<file path="config.mk">
export PLATFORM = sky130hd
export DESIGN_NAME = wwd_top
export DESIGN_NICKNAME = d
export VERILOG_FILES = /design/src/core/wwd_pkg.sv /design/src/core/wwd_top.sv
export SDC_FILE = /design/constraint.sdc
export NUM_CORES = 1
export LEC_CHECK = 0
export BUFFER_PORTS_ARGS = -buffer_cell sky130_fd_sc_hd__buf_2
export CAP_MARGIN = 0
export CORE_UTILIZATION = 37
export DETAILED_ROUTE_END_ITERATION = 8
export SLEW_MARGIN = 40
export SYNTH_ARGS = -nofsm -noshare
export SYNTH_HDL_FRONTEND = slang
export SYNTH_SLANG_ARGS = --single-unit
</file>
<file path="constraint.sdc">
create_clock -name pclk -period 5.68 [get_ports pclk]
set_input_delay 0.852 -clock pclk [delete_from_list [all_inputs] [get_ports pclk]]
set_output_delay 0.852 -clock pclk [all_outputs]
set_load 0.1 [all_outputs]
</file>
<file path="src/core/wwd_pkg.sv">
package wwd_pkg;

    // register byte offsets
    localparam logic [7:0] REG_STATUS   = 8'h00;
    localparam logic [7:0] REG_INT_STAT = 8'h04;
    localparam logic [7:0] REG_INT_MASK = 8'h08;
    localparam logic [7:0] REG_CAP_RST  = 8'h0c;
    localparam logic [7:0] REG_CAP_WDU  = 8'h10;

    // status register fields
    localparam int ST_FAULT_BIT = 0;
    localparam int ST_EN_BIT    = 1;
    localparam int ST_SEL_LSB   = 2;
    localparam int ST_RCLS_LSB  = 4;
    localparam int ST_WCLS_LSB  = 6;
    localparam int ST_STATE_LSB = 8;

    // interrupt status / mask fields
    localparam int IRQ_W       = 3;
    localparam int IRQ_FAULT   = 0;
    localparam int IRQ_EARLY   = 1;
    localparam int IRQ_LATE    = 2;

    // reset values of the capacitor timing registers, in microseconds
    localparam logic [31:0] CAP_RST_RESET = 32'h0000_2710;
    localparam logic [31:0] CAP_WDU_RESET = 32'h0000_c350;

    // timebase
    localparam int CLK_NS  = 5;
    localparam int TICK_NS = 1000;
    localparam int TICK_CYC = TICK_NS / CLK_NS;

    // times in microseconds
    localparam logic [31:0] PIN_CLASSIFY_US = 32'd381;
    localparam logic [31:0] ENABLE_SETTLE_US = 32'd150;
    localparam logic [31:0] RST_OPEN_US     = 32'd200000;
    localparam logic [31:0] RST_PULL_US     = 32'd10000;
    localparam logic [31:0] WDL_OPEN_00_US  = 32'd22500;
    localparam logic [31:0] WDL_OPEN_10_US  = 32'd1850;
    localparam logic [31:0] WDL_OPEN_11_US  = 32'd800000;
    localparam logic [31:0] WDU_OPEN_00_US  = 32'd55000;
    localparam logic [31:0] WDU_OPEN_10_US  = 32'd27500;
    localparam logic [31:0] WDU_OPEN_11_US  = 32'd1600000;
    localparam logic [31:0] WDL_PULL_00_US  = 32'd9000;
    localparam logic [31:0] WDL_PULL_10_US  = 32'd9000;
    localparam logic [31:0] WDL_PULL_11_US  = 32'd1850;
    localparam logic [31:0] WDU_PULL_00_US  = 32'd109000;
    localparam logic [31:0] WDU_PULL_10_US  = 32'd195000;
    localparam logic [31:0] WDU_PULL_11_US  = 32'd11000;

    // select code is {ratio_select_bit1, ratio_select_bit0}
    localparam logic [1:0] SEL_R18 = 2'b00;
    localparam logic [1:0] SEL_OFF = 2'b01;
    localparam logic [1:0] SEL_R34 = 2'b10;
    localparam logic [1:0] SEL_R12 = 2'b11;

    typedef enum logic [1:0] {
        CLS_OPEN = 2'b00,
        CLS_PULL = 2'b01,
        CLS_CAP  = 2'b10
    } wwd_cls_e;

    typedef enum logic [7:0] {
        S_OFF    = 8'h01,
        S_INIT   = 8'h02,
        S_PWRUP  = 8'h04,
        S_DIS    = 8'h08,
        S_SETTLE = 8'h10,
        S_FIRST  = 8'h20,
        S_WIN    = 8'h40,
        S_FAULT  = 8'h80
    } wwd_state_e;

    typedef struct packed {
        logic        psel;
        logic        penable;
        logic        pwrite;
        logic [7:0]  paddr;
        logic [31:0] pwdata;
    } wwd_apb_req_s;

    typedef struct packed {
        logic [31:0] prdata;
        logic        pready;
        logic        pslverr;
    } wwd_apb_rsp_s;

    typedef struct packed {
        wwd_state_e       st;
        logic [31:0]      cnt;
        logic [15:0]      div;
        logic             kick_prev;
        logic [1:0]       sel;
        logic [1:0]       rst_cls;
        logic [1:0]       win_cls;
        logic             fault_abort;
        logic             fault_n;
        logic [IRQ_W-1:0] irq_stat;
        logic [IRQ_W-1:0] irq_mask;
        logic [31:0]      cap_rst;
        logic [31:0]      cap_wdu;
        logic [31:0]      prdata;
        logic             pslverr;
    } wwd_state_s;

endpackage : wwd_pkg

</file>
<file path="src/core/wwd_top.sv">
// Implementation choices: the address map and the APB register port.
`timescale 1ns/1ps
// How it works
// - at power-up classify the reset-delay pin during a 381 us sequence
// - at supply rise classify the window-timing pin in the same 381 us
// - enable or disable by the select pins acts immediately
// - while enabled a new ratio latches only at a fault or undervoltage
// - after enabling, kicks are ignored for 150 us
// - select bit0=1, bit1=0 disables; with a timing capacitor other codes give 1:8, 3:4, 1:2
// - with a timing capacitor 00 gives 1/8, 11 gives 1/2, bit0=0 bit1=1 gives 3/4
// - while disabled fault output stays high and kicks are ignored
// - only a falling kick edge counts
// - first kick after enable or fault checks only the upper bound
// - interval below lower or above upper bound asserts fault low
// - fault holds low a full reset delay, kicks ignored, then resumes
// - factory delay: disable/re-enable in fault acts as plain enable
// - capacitor delay: disable releases at once, re-enable runs delay
// - with supply below operating level stay disabled, output high
// - at power-up stay disabled for one reset delay first
module wwd_top #(
    parameter int TICK_CYC = wwd_pkg::TICK_CYC
) (
    input  wire logic                  pclk,
    input  wire logic                  presetn,
    input  wire wwd_pkg::wwd_apb_req_s apb_req,
    output wwd_pkg::wwd_apb_rsp_s      apb_rsp,
    input  wire logic                  supply_ok,
    input  wire logic [1:0]            reset_delay_cfg_pin,
    input  wire logic [1:0]            window_timing_cfg_pin,
    input  wire logic                  ratio_select_bit0,
    input  wire logic                  ratio_select_bit1,
    input  wire logic                  kick_input,
    output logic                       fault_output_n,
    output logic                       irq
);

    localparam logic [15:0] TICK_LAST = 16'(TICK_CYC - 1);
    localparam int          IRQ_W_L   = wwd_pkg::IRQ_W;

    wwd_pkg::wwd_state_s s_q;
    wwd_pkg::wwd_state_s s_d;

    logic             tick;
    logic             fall;
    logic [1:0]       live;
    logic             live_off;
    logic             enabled;
    logic [31:0]      rst_us;
    logic [31:0]      up_us;
    logic [31:0]      lo_us;
    logic [IRQ_W_L-1:0] ev;
    logic             setup;
    logic             wr;
    logic             mapped;
    logic [IRQ_W_L-1:0] w1c;

    // upper bound for the latched ratio and window-timing class
    function automatic logic [31:0] upper_of(input logic [1:0] cls,
                                             input logic [1:0] sel,
                                             input logic [31:0] cap);
        logic [31:0] r;
        r = cap;
        if (cls == wwd_pkg::CLS_OPEN) begin
            unique case (sel)
                wwd_pkg::SEL_R18: r = wwd_pkg::WDU_OPEN_00_US;
                wwd_pkg::SEL_R34: r = wwd_pkg::WDU_OPEN_10_US;
                default:          r = wwd_pkg::WDU_OPEN_11_US;
            endcase
        end else if (cls == wwd_pkg::CLS_PULL) begin
            unique case (sel)
                wwd_pkg::SEL_R18: r = wwd_pkg::WDU_PULL_00_US;
                wwd_pkg::SEL_R34: r = wwd_pkg::WDU_PULL_10_US;
                default:          r = wwd_pkg::WDU_PULL_11_US;
            endcase
        end
        return r;
    endfunction : upper_of

    // lower bound; with a timing capacitor it is the ratio of the upper
    function automatic logic [31:0] lower_of(input logic [1:0] cls,
                                             input logic [1:0] sel,
                                             input logic [31:0] up);
        logic [31:0] r;
        r = up >> 1;
        if (cls == wwd_pkg::CLS_OPEN) begin
            unique case (sel)
                wwd_pkg::SEL_R18: r = wwd_pkg::WDL_OPEN_00_US;
                wwd_pkg::SEL_R34: r = wwd_pkg::WDL_OPEN_10_US;
                default:          r = wwd_pkg::WDL_OPEN_11_US;
            endcase
        end else if (cls == wwd_pkg::CLS_PULL) begin
            unique case (sel)
                wwd_pkg::SEL_R18: r = wwd_pkg::WDL_PULL_00_US;
                wwd_pkg::SEL_R34: r = wwd_pkg::WDL_PULL_10_US;
                default:          r = wwd_pkg::WDL_PULL_11_US;
            endcase
        end else begin
            unique case (sel)
                wwd_pkg::SEL_R18: r = up >> 3;
                wwd_pkg::SEL_R34: r = up - (up >> 2);
                default:          r = up >> 1;
            endcase
        end
        return r;
    endfunction : lower_of

    always_comb begin
        s_d      = s_q;
        ev       = '0;
        tick     = (s_q.div == TICK_LAST);
        fall     = s_q.kick_prev & ~kick_input;
        live     = {ratio_select_bit1, ratio_select_bit0};
        live_off = (live == wwd_pkg::SEL_OFF);
        enabled  = (s_q.st == wwd_pkg::S_SETTLE) ||
                   (s_q.st == wwd_pkg::S_FIRST) ||
                   (s_q.st == wwd_pkg::S_WIN) ||
                   (s_q.st == wwd_pkg::S_FAULT);
        if (s_q.rst_cls == wwd_pkg::CLS_CAP) begin
            rst_us = s_q.cap_rst;
        end else if (s_q.rst_cls == wwd_pkg::CLS_PULL) begin
            rst_us = wwd_pkg::RST_PULL_US;
        end else begin
            rst_us = wwd_pkg::RST_OPEN_US;
        end
        up_us = upper_of(s_q.win_cls, s_q.sel, s_q.cap_wdu);
        lo_us = lower_of(s_q.win_cls, s_q.sel, up_us);

        // microsecond timebase shared by every delay
        s_d.div       = tick ? 16'h0000 : s_q.div + 16'h0001;
        s_d.kick_prev = kick_input;
        if (tick) begin
            s_d.cnt = s_q.cnt + 32'h0000_0001;
        end

        unique case (s_q.st)
            wwd_pkg::S_OFF: begin
                s_d.fault_n = 1'b1;
                if (supply_ok) begin
                    s_d.st  = wwd_pkg::S_INIT;
                    s_d.cnt = '0;
                end
            end
            wwd_pkg::S_INIT: begin
                if (s_q.cnt >= wwd_pkg::PIN_CLASSIFY_US) begin
                    s_d.rst_cls = reset_delay_cfg_pin;
                    s_d.win_cls = window_timing_cfg_pin;
                    s_d.sel     = live;
                    s_d.st      = wwd_pkg::S_PWRUP;
                    s_d.cnt     = '0;
                end
            end
            wwd_pkg::S_PWRUP: begin
                if (s_q.cnt >= rst_us) begin
                    s_d.sel = live;
                    s_d.cnt = '0;
                    s_d.st  = live_off ? wwd_pkg::S_DIS : wwd_pkg::S_SETTLE;
                end
            end
            wwd_pkg::S_DIS: begin
                s_d.fault_n = 1'b1;
                if (!live_off) begin
                    s_d.sel         = live;
                    s_d.cnt         = '0;
                    s_d.fault_abort = 1'b0;
                    if (s_q.fault_abort &&
                        s_q.rst_cls == wwd_pkg::CLS_CAP) begin
                        s_d.st      = wwd_pkg::S_FAULT;
                        s_d.fault_n = 1'b0;
                    end else begin
                        s_d.st = wwd_pkg::S_SETTLE;
                    end
                end
            end
            wwd_pkg::S_SETTLE: begin
                if (s_q.cnt >= wwd_pkg::ENABLE_SETTLE_US) begin
                    s_d.st  = wwd_pkg::S_FIRST;
                    s_d.cnt = '0;
                end
            end
            wwd_pkg::S_FIRST: begin
                if (fall) begin
                    s_d.st  = wwd_pkg::S_WIN;
                    s_d.cnt = '0;
                end else if (s_q.cnt > up_us) begin
                    ev[wwd_pkg::IRQ_LATE] = 1'b1;
                end
            end
            wwd_pkg::S_WIN: begin
                if (fall && s_q.cnt < lo_us) begin
                    ev[wwd_pkg::IRQ_EARLY] = 1'b1;
                end else if (fall) begin
                    s_d.cnt = '0;
                end else if (s_q.cnt > up_us) begin
                    ev[wwd_pkg::IRQ_LATE] = 1'b1;
                end
            end
            wwd_pkg::S_FAULT: begin
                // kicks ignored until the delay runs out
                if (s_q.cnt >= rst_us) begin
                    s_d.st      = wwd_pkg::S_FIRST;
                    s_d.cnt     = '0;
                    s_d.fault_n = 1'b1;
                end
            end
        endcase

        if (ev[wwd_pkg::IRQ_EARLY] || ev[wwd_pkg::IRQ_LATE]) begin
            ev[wwd_pkg::IRQ_FAULT] = 1'b1;
            s_d.st      = wwd_pkg::S_FAULT;
            s_d.cnt     = '0;
            s_d.fault_n = 1'b0;
            s_d.sel     = live;
        end

        // disable overrides everything but undervoltage, even a running fault delay
        if (enabled && live_off) begin
            s_d.st          = wwd_pkg::S_DIS;
            s_d.fault_n     = 1'b1;
            s_d.fault_abort = (s_q.st == wwd_pkg::S_FAULT);
            ev              = '0;
        end
        if (!supply_ok) begin
            s_d.st          = wwd_pkg::S_OFF;
            s_d.fault_n     = 1'b1;
            s_d.fault_abort = 1'b0;
            ev              = '0;
        end

        // apb slave: decode in setup, commit at the access edge
        setup  = apb_req.psel & ~apb_req.penable;
        wr     = apb_req.psel & apb_req.penable & apb_req.pwrite;
        mapped = (apb_req.paddr == wwd_pkg::REG_STATUS) ||
                 (apb_req.paddr == wwd_pkg::REG_INT_STAT) ||
                 (apb_req.paddr == wwd_pkg::REG_INT_MASK) ||
                 (apb_req.paddr == wwd_pkg::REG_CAP_RST) ||
                 (apb_req.paddr == wwd_pkg::REG_CAP_WDU);
        w1c = '0;
        if (wr) begin
            unique case (apb_req.paddr)
                wwd_pkg::REG_INT_STAT: w1c = apb_req.pwdata[IRQ_W_L-1:0];
                wwd_pkg::REG_INT_MASK:
                    s_d.irq_mask = apb_req.pwdata[IRQ_W_L-1:0];
                wwd_pkg::REG_CAP_RST: s_d.cap_rst = apb_req.pwdata;
                wwd_pkg::REG_CAP_WDU: s_d.cap_wdu = apb_req.pwdata;
                default: ;
            endcase
        end
        // a new event wins over a clear in the same cycle
        s_d.irq_stat = (s_q.irq_stat & ~w1c) | ev;
        if (setup) begin
            s_d.pslverr = ~mapped;
            s_d.prdata  = '0;
            if (!apb_req.pwrite) begin
                unique case (apb_req.paddr)
                    wwd_pkg::REG_STATUS: begin
                        s_d.prdata[wwd_pkg::ST_FAULT_BIT] = ~s_q.fault_n;
                        s_d.prdata[wwd_pkg::ST_EN_BIT]    = enabled;
                        s_d.prdata[wwd_pkg::ST_SEL_LSB +: 2]  = s_q.sel;
                        s_d.prdata[wwd_pkg::ST_RCLS_LSB +: 2] = s_q.rst_cls;
                        s_d.prdata[wwd_pkg::ST_WCLS_LSB +: 2] = s_q.win_cls;
                        s_d.prdata[wwd_pkg::ST_STATE_LSB +: 8] = s_q.st;
                    end
                    wwd_pkg::REG_INT_STAT:
                        s_d.prdata[IRQ_W_L-1:0] = s_q.irq_stat;
                    wwd_pkg::REG_INT_MASK:
                        s_d.prdata[IRQ_W_L-1:0] = s_q.irq_mask;
                    wwd_pkg::REG_CAP_RST: s_d.prdata = s_q.cap_rst;
                    wwd_pkg::REG_CAP_WDU: s_d.prdata = s_q.cap_wdu;
                    default: ;
                endcase
            end
        end
    end

    always_ff @(posedge pclk or negedge presetn) begin
        if (!presetn) begin
            s_q.st          <= wwd_pkg::S_OFF;
            s_q.cnt         <= '0;
            s_q.div         <= '0;
            s_q.kick_prev   <= 1'b0;
            s_q.sel         <= wwd_pkg::SEL_OFF;
            s_q.rst_cls     <= wwd_pkg::CLS_OPEN;
            s_q.win_cls     <= wwd_pkg::CLS_OPEN;
            s_q.fault_abort <= 1'b0;
            s_q.fault_n     <= 1'b1;
            s_q.irq_stat    <= '0;
            s_q.irq_mask    <= '0;
            s_q.cap_rst     <= wwd_pkg::CAP_RST_RESET;
            s_q.cap_wdu     <= wwd_pkg::CAP_WDU_RESET;
            s_q.prdata      <= '0;
            s_q.pslverr     <= 1'b0;
        end else begin
            s_q <= s_d;
        end
    end

    // zero wait states: the access phase always completes at once
    assign apb_rsp.pready  = 1'b1;
    assign apb_rsp.prdata  = s_q.prdata;
    assign apb_rsp.pslverr = s_q.pslverr;
    assign fault_output_n  = s_q.fault_n;
    assign irq             = |(s_q.irq_stat & s_q.irq_mask);

endmodule : wwd_top

</file>
==> impl_results.md <==
* Outcome: finished clean
* Power Density at 371 nW/um^2
* Antenna Nets Post-Route at 0
* Worst Setup End Kind: register
* Achievable Freq at 186 MHz
* Total gr overflow at 0
* Total CTS buffers at 17
* First-pass GRT wire length at 64.6 mm
* Layout Utilization at 0.426
* Fin crit share at 0.947
* Hold WC Path Type: input port to asynchronous set/reset pin
* Number of hold buffers added after CTS at 0
* Worst-case clock buffer depth at 2
* Worst skew pair latency at 460 ps
* #FFs+latches synth at 168
* Tot Pwr at 0.00547 W
* Root buf cell: clkbuf_16
* R2r setup slk at 300 ps
* Clock transition at path regs at 80 ps
* Post-Route Setup TNS at 0 ps
* RR Endpoint: s_q[110]
* Final instance area at 14800 sq um
* HPWL after DPL at 32.8 mm
* DRC at 0
* CP startpoint kind: register
* Sequential fraction of the synthesis area at 0.324
* Clock share of power at 0.229
* Max stage delay on crit path at 620 ps
* Max-cap violations at 0
* GPL Wtd Cong at 0.939
* Top cell type's share of synthesized area at 0.296
* Detailed-route wire length at 41.6 mm
* Pleak at 7.08 nW
* Largest net degree at the start of global routing at 107
* Critical path's slowest cell: dfstp_2
* CP Class: register to register
* Synth area leaders: dfrtp_1 (30%), ha_1 (12%), mux2_2 (7.4%)
* Cell variety after synth at 86
* WP buf/inv at 3
* Critical path depth at 23
* Cells after Synth at 1467
* CTS tree: built
* CTS H-tree depth at 4
* Crit-path max FO at 12
* Die area at 36000 sq um
* Ys flop type: dfrtp_1
* Internal power at 0.00314 W
* Yosys top cell by area: dfrtp_1
* Core area at 34600 sq um
* Initial antenna violation count at 2
* Initial Utilization at 0.376
* Number of global-route vias before repair at 11209
* RR Startpoint: s_q[109]
* Chip width at 190 um
* Mapped Area at 13000 sq um
* Most frequent cells in the layout: nand2_1 (184), dfrtp_1 (153), ha_1 (124), nor2_1 (98), o21ai_0 (91)
* Net Sw Frac at 0.426
* Clk sink count at 168
* Headroom to the max-slew limit at 0.475
* Flop pwr share at 0.234
* Psw at 0.00233 W
* Final Max Slew Viols at 0
* Seq. cell area at 4220 sq um
* # setup viols final at 0
* Vias per std cell at 5.69
* Fraction of registers with async set/reset at 1.00
* Critical Path RT at 6020 ps
* Crit path DAT at 5710 ps
* Yosys warning count at 0
* Vias at 11390
* Die Y at 190 um
* Area growth from synthesis to layout at 13.3%
* Final Hold Fails at 0
* Final #Nets at 1713
* Total Routing Usage GR at 0.235
* # fillers at 3486
* Commonest non-fill, non-tap cell in the layout: nand2_1
* I/O pin count at 89
* # rows at 68
* Fin crit period at 5380 ps
* Top Family by Delay on Critical Path: compound AO/OA/AOI/OAI gates
* CP Capture Point: s_q[110]
* Initial DRC Count at 734
* Setup crit start: s_q[109]
* Area taken by multi-input logic gates at 8170 sq um
* R2R depth at 23
* Mean routed wirelength per cell at 20.8 um
* Worst-path cell chain: buf_12 -> and3b_1 -> o31ai_2 -> inv_1 -> ha_4 -> o21a_1 -> o31ai_1 -> buf_4 -> a211oi_4 -> a21oi_2 -> o31a_2 -> a211oi_4 -> a31oi_1 -> xor2_1 -> a211o_1 -> ha_1 -> nand4_1 -> nor4_1 -> o21ai_1 -> o211ai_1 -> o31ai_2 -> a31oi_1 -> mux2_2
* Fin Clk Skew at 14.1 ps
* Hold_ws at 360 ps
* Share of post-route cells with drive strength above 1 at 0.212
* Dpl cell area at 14000 sq um
* Worst-Margin Slew at 788 ps
* Comb power frac at 0.537
* Post-synth net total at 1646
* Synthesized area per cell at 8.88 sq um
* Post-synth EDFFs at 0
* VDD IR max at 258 uV
* IO Port Bufs at 87
* DR pass1 iterations at 6
-- repair_timing --
item	4_1_cts	5_1_grt
endpoints found under the setup margin	0	12
resized for setup	0	17
setup buffers	0	6
-- cells in the mapped netlist (11+ instances only) --
master / count
nand2_1: 184
dfrtp_1: 154
ha_1: 125
nor2_1: 99
o21ai_0: 96
mux2_2: 86
a21oi_1: 69
clkbuf_1: 58
inv_1: 46
xnor2_1: 43
a21o_1: 41
a22oi_1: 37
xor2_1: 37
buf_4: 34
nand4_1: 30
and3_1: 26
nand3_1: 26
nor2b_1: 22
nand2b_1: 20
nor3_1: 19
dfstp_2: 14
buf_1: 11
-- layer usage --
metal | wire length [um] | track usage | vias to the layer above | part of all wire
met4 | 1280 | 0.0813 | 0 | 0.031
li1 | - | - | 5427 | -
met2 | 19100 | 0.377 | 309 | 0.46
met1 | 19000 | 0.318 | 5585 | 0.46
met3 | 2160 | 0.0421 | 69 | 0.052
met5 | 0 | 0 | - | 0
-- power groups by stage --
stage | logic, W | clock network, W | registers, W
finish | 0.00294 | 0.00125 | 0.00128
global route | 0.00322 | 0.00133 | 0.00128
detailed placement | 0.00274 | 0 | 0.00130
global placement | 0.00272 | 0 | 0.00130
CTS | 0.00276 | 0.00128 | 0.00128
floorplan | 0.00193 | 0 | 0.00127
-- cells by family (layout without fill, tap and decap cells) --
kind of cell               count (synthesis)  count (layout)  share of synthesized area
and+or+nand+nor                          473             473                      0.173
buffers and inverters                    155             235                     0.0553
AOI/OAI and AO/OA                        366             366                      0.186
other                                      1               2                   0.000288
adders and majority gates                127             127                      0.122
DFF                                      168             168                      0.324
muxes                                     97              97                     0.0847
xor gates and xnor gates                  80              80                     0.0538
-- stage by stage --
| step | setup WS [ps] | instances |
|---|---|---|
| 2_1_floorplan | 193 | 1467 |
| 3_3_place_gp | 170 | 1964 |
| 5_1_grt | -17.7 | 2003 |
| 4_1_cts | 81.7 | 1996 |
| 3_5_place_dp | 117 | 1964 |
| 6_report | 303 | 2003 |
-- area by class of cell --
cell class / count / share of cell area
flip-flops and latches: 168 / 0.286
well taps: 455 / 0.0386
multi-input cells: 1144 / 0.554
inverters: 48 / 0.0122
clock inverters: 15 / 0.0136
diodes: 1 / 0.000170
repair buffers: 155 / 0.0662
clock buffers: 17 / 0.0288
-- flip-flops by register name, indices dropped and copies added (netlist names) --
name / count
s_q: 134
apb_rsp: 33
fault_output_n: 1
-- worst min path at each step --
| stage | end | slack (ps) | depth (start not counted) |
|---|---|---|---|
| floorplan | s_q[127] | 450 | 1 |
| global placement | apb_rsp[31] | 460 | 2 |
| detailed placement | apb_rsp[32] | 470 | 2 |
| CTS | s_q[152] | 390 | 1 |
| global route | s_q[153] | 420 | 1 |
| finish | s_q[152] | 360 | 1 |
(Power assumes the default switching activity.)
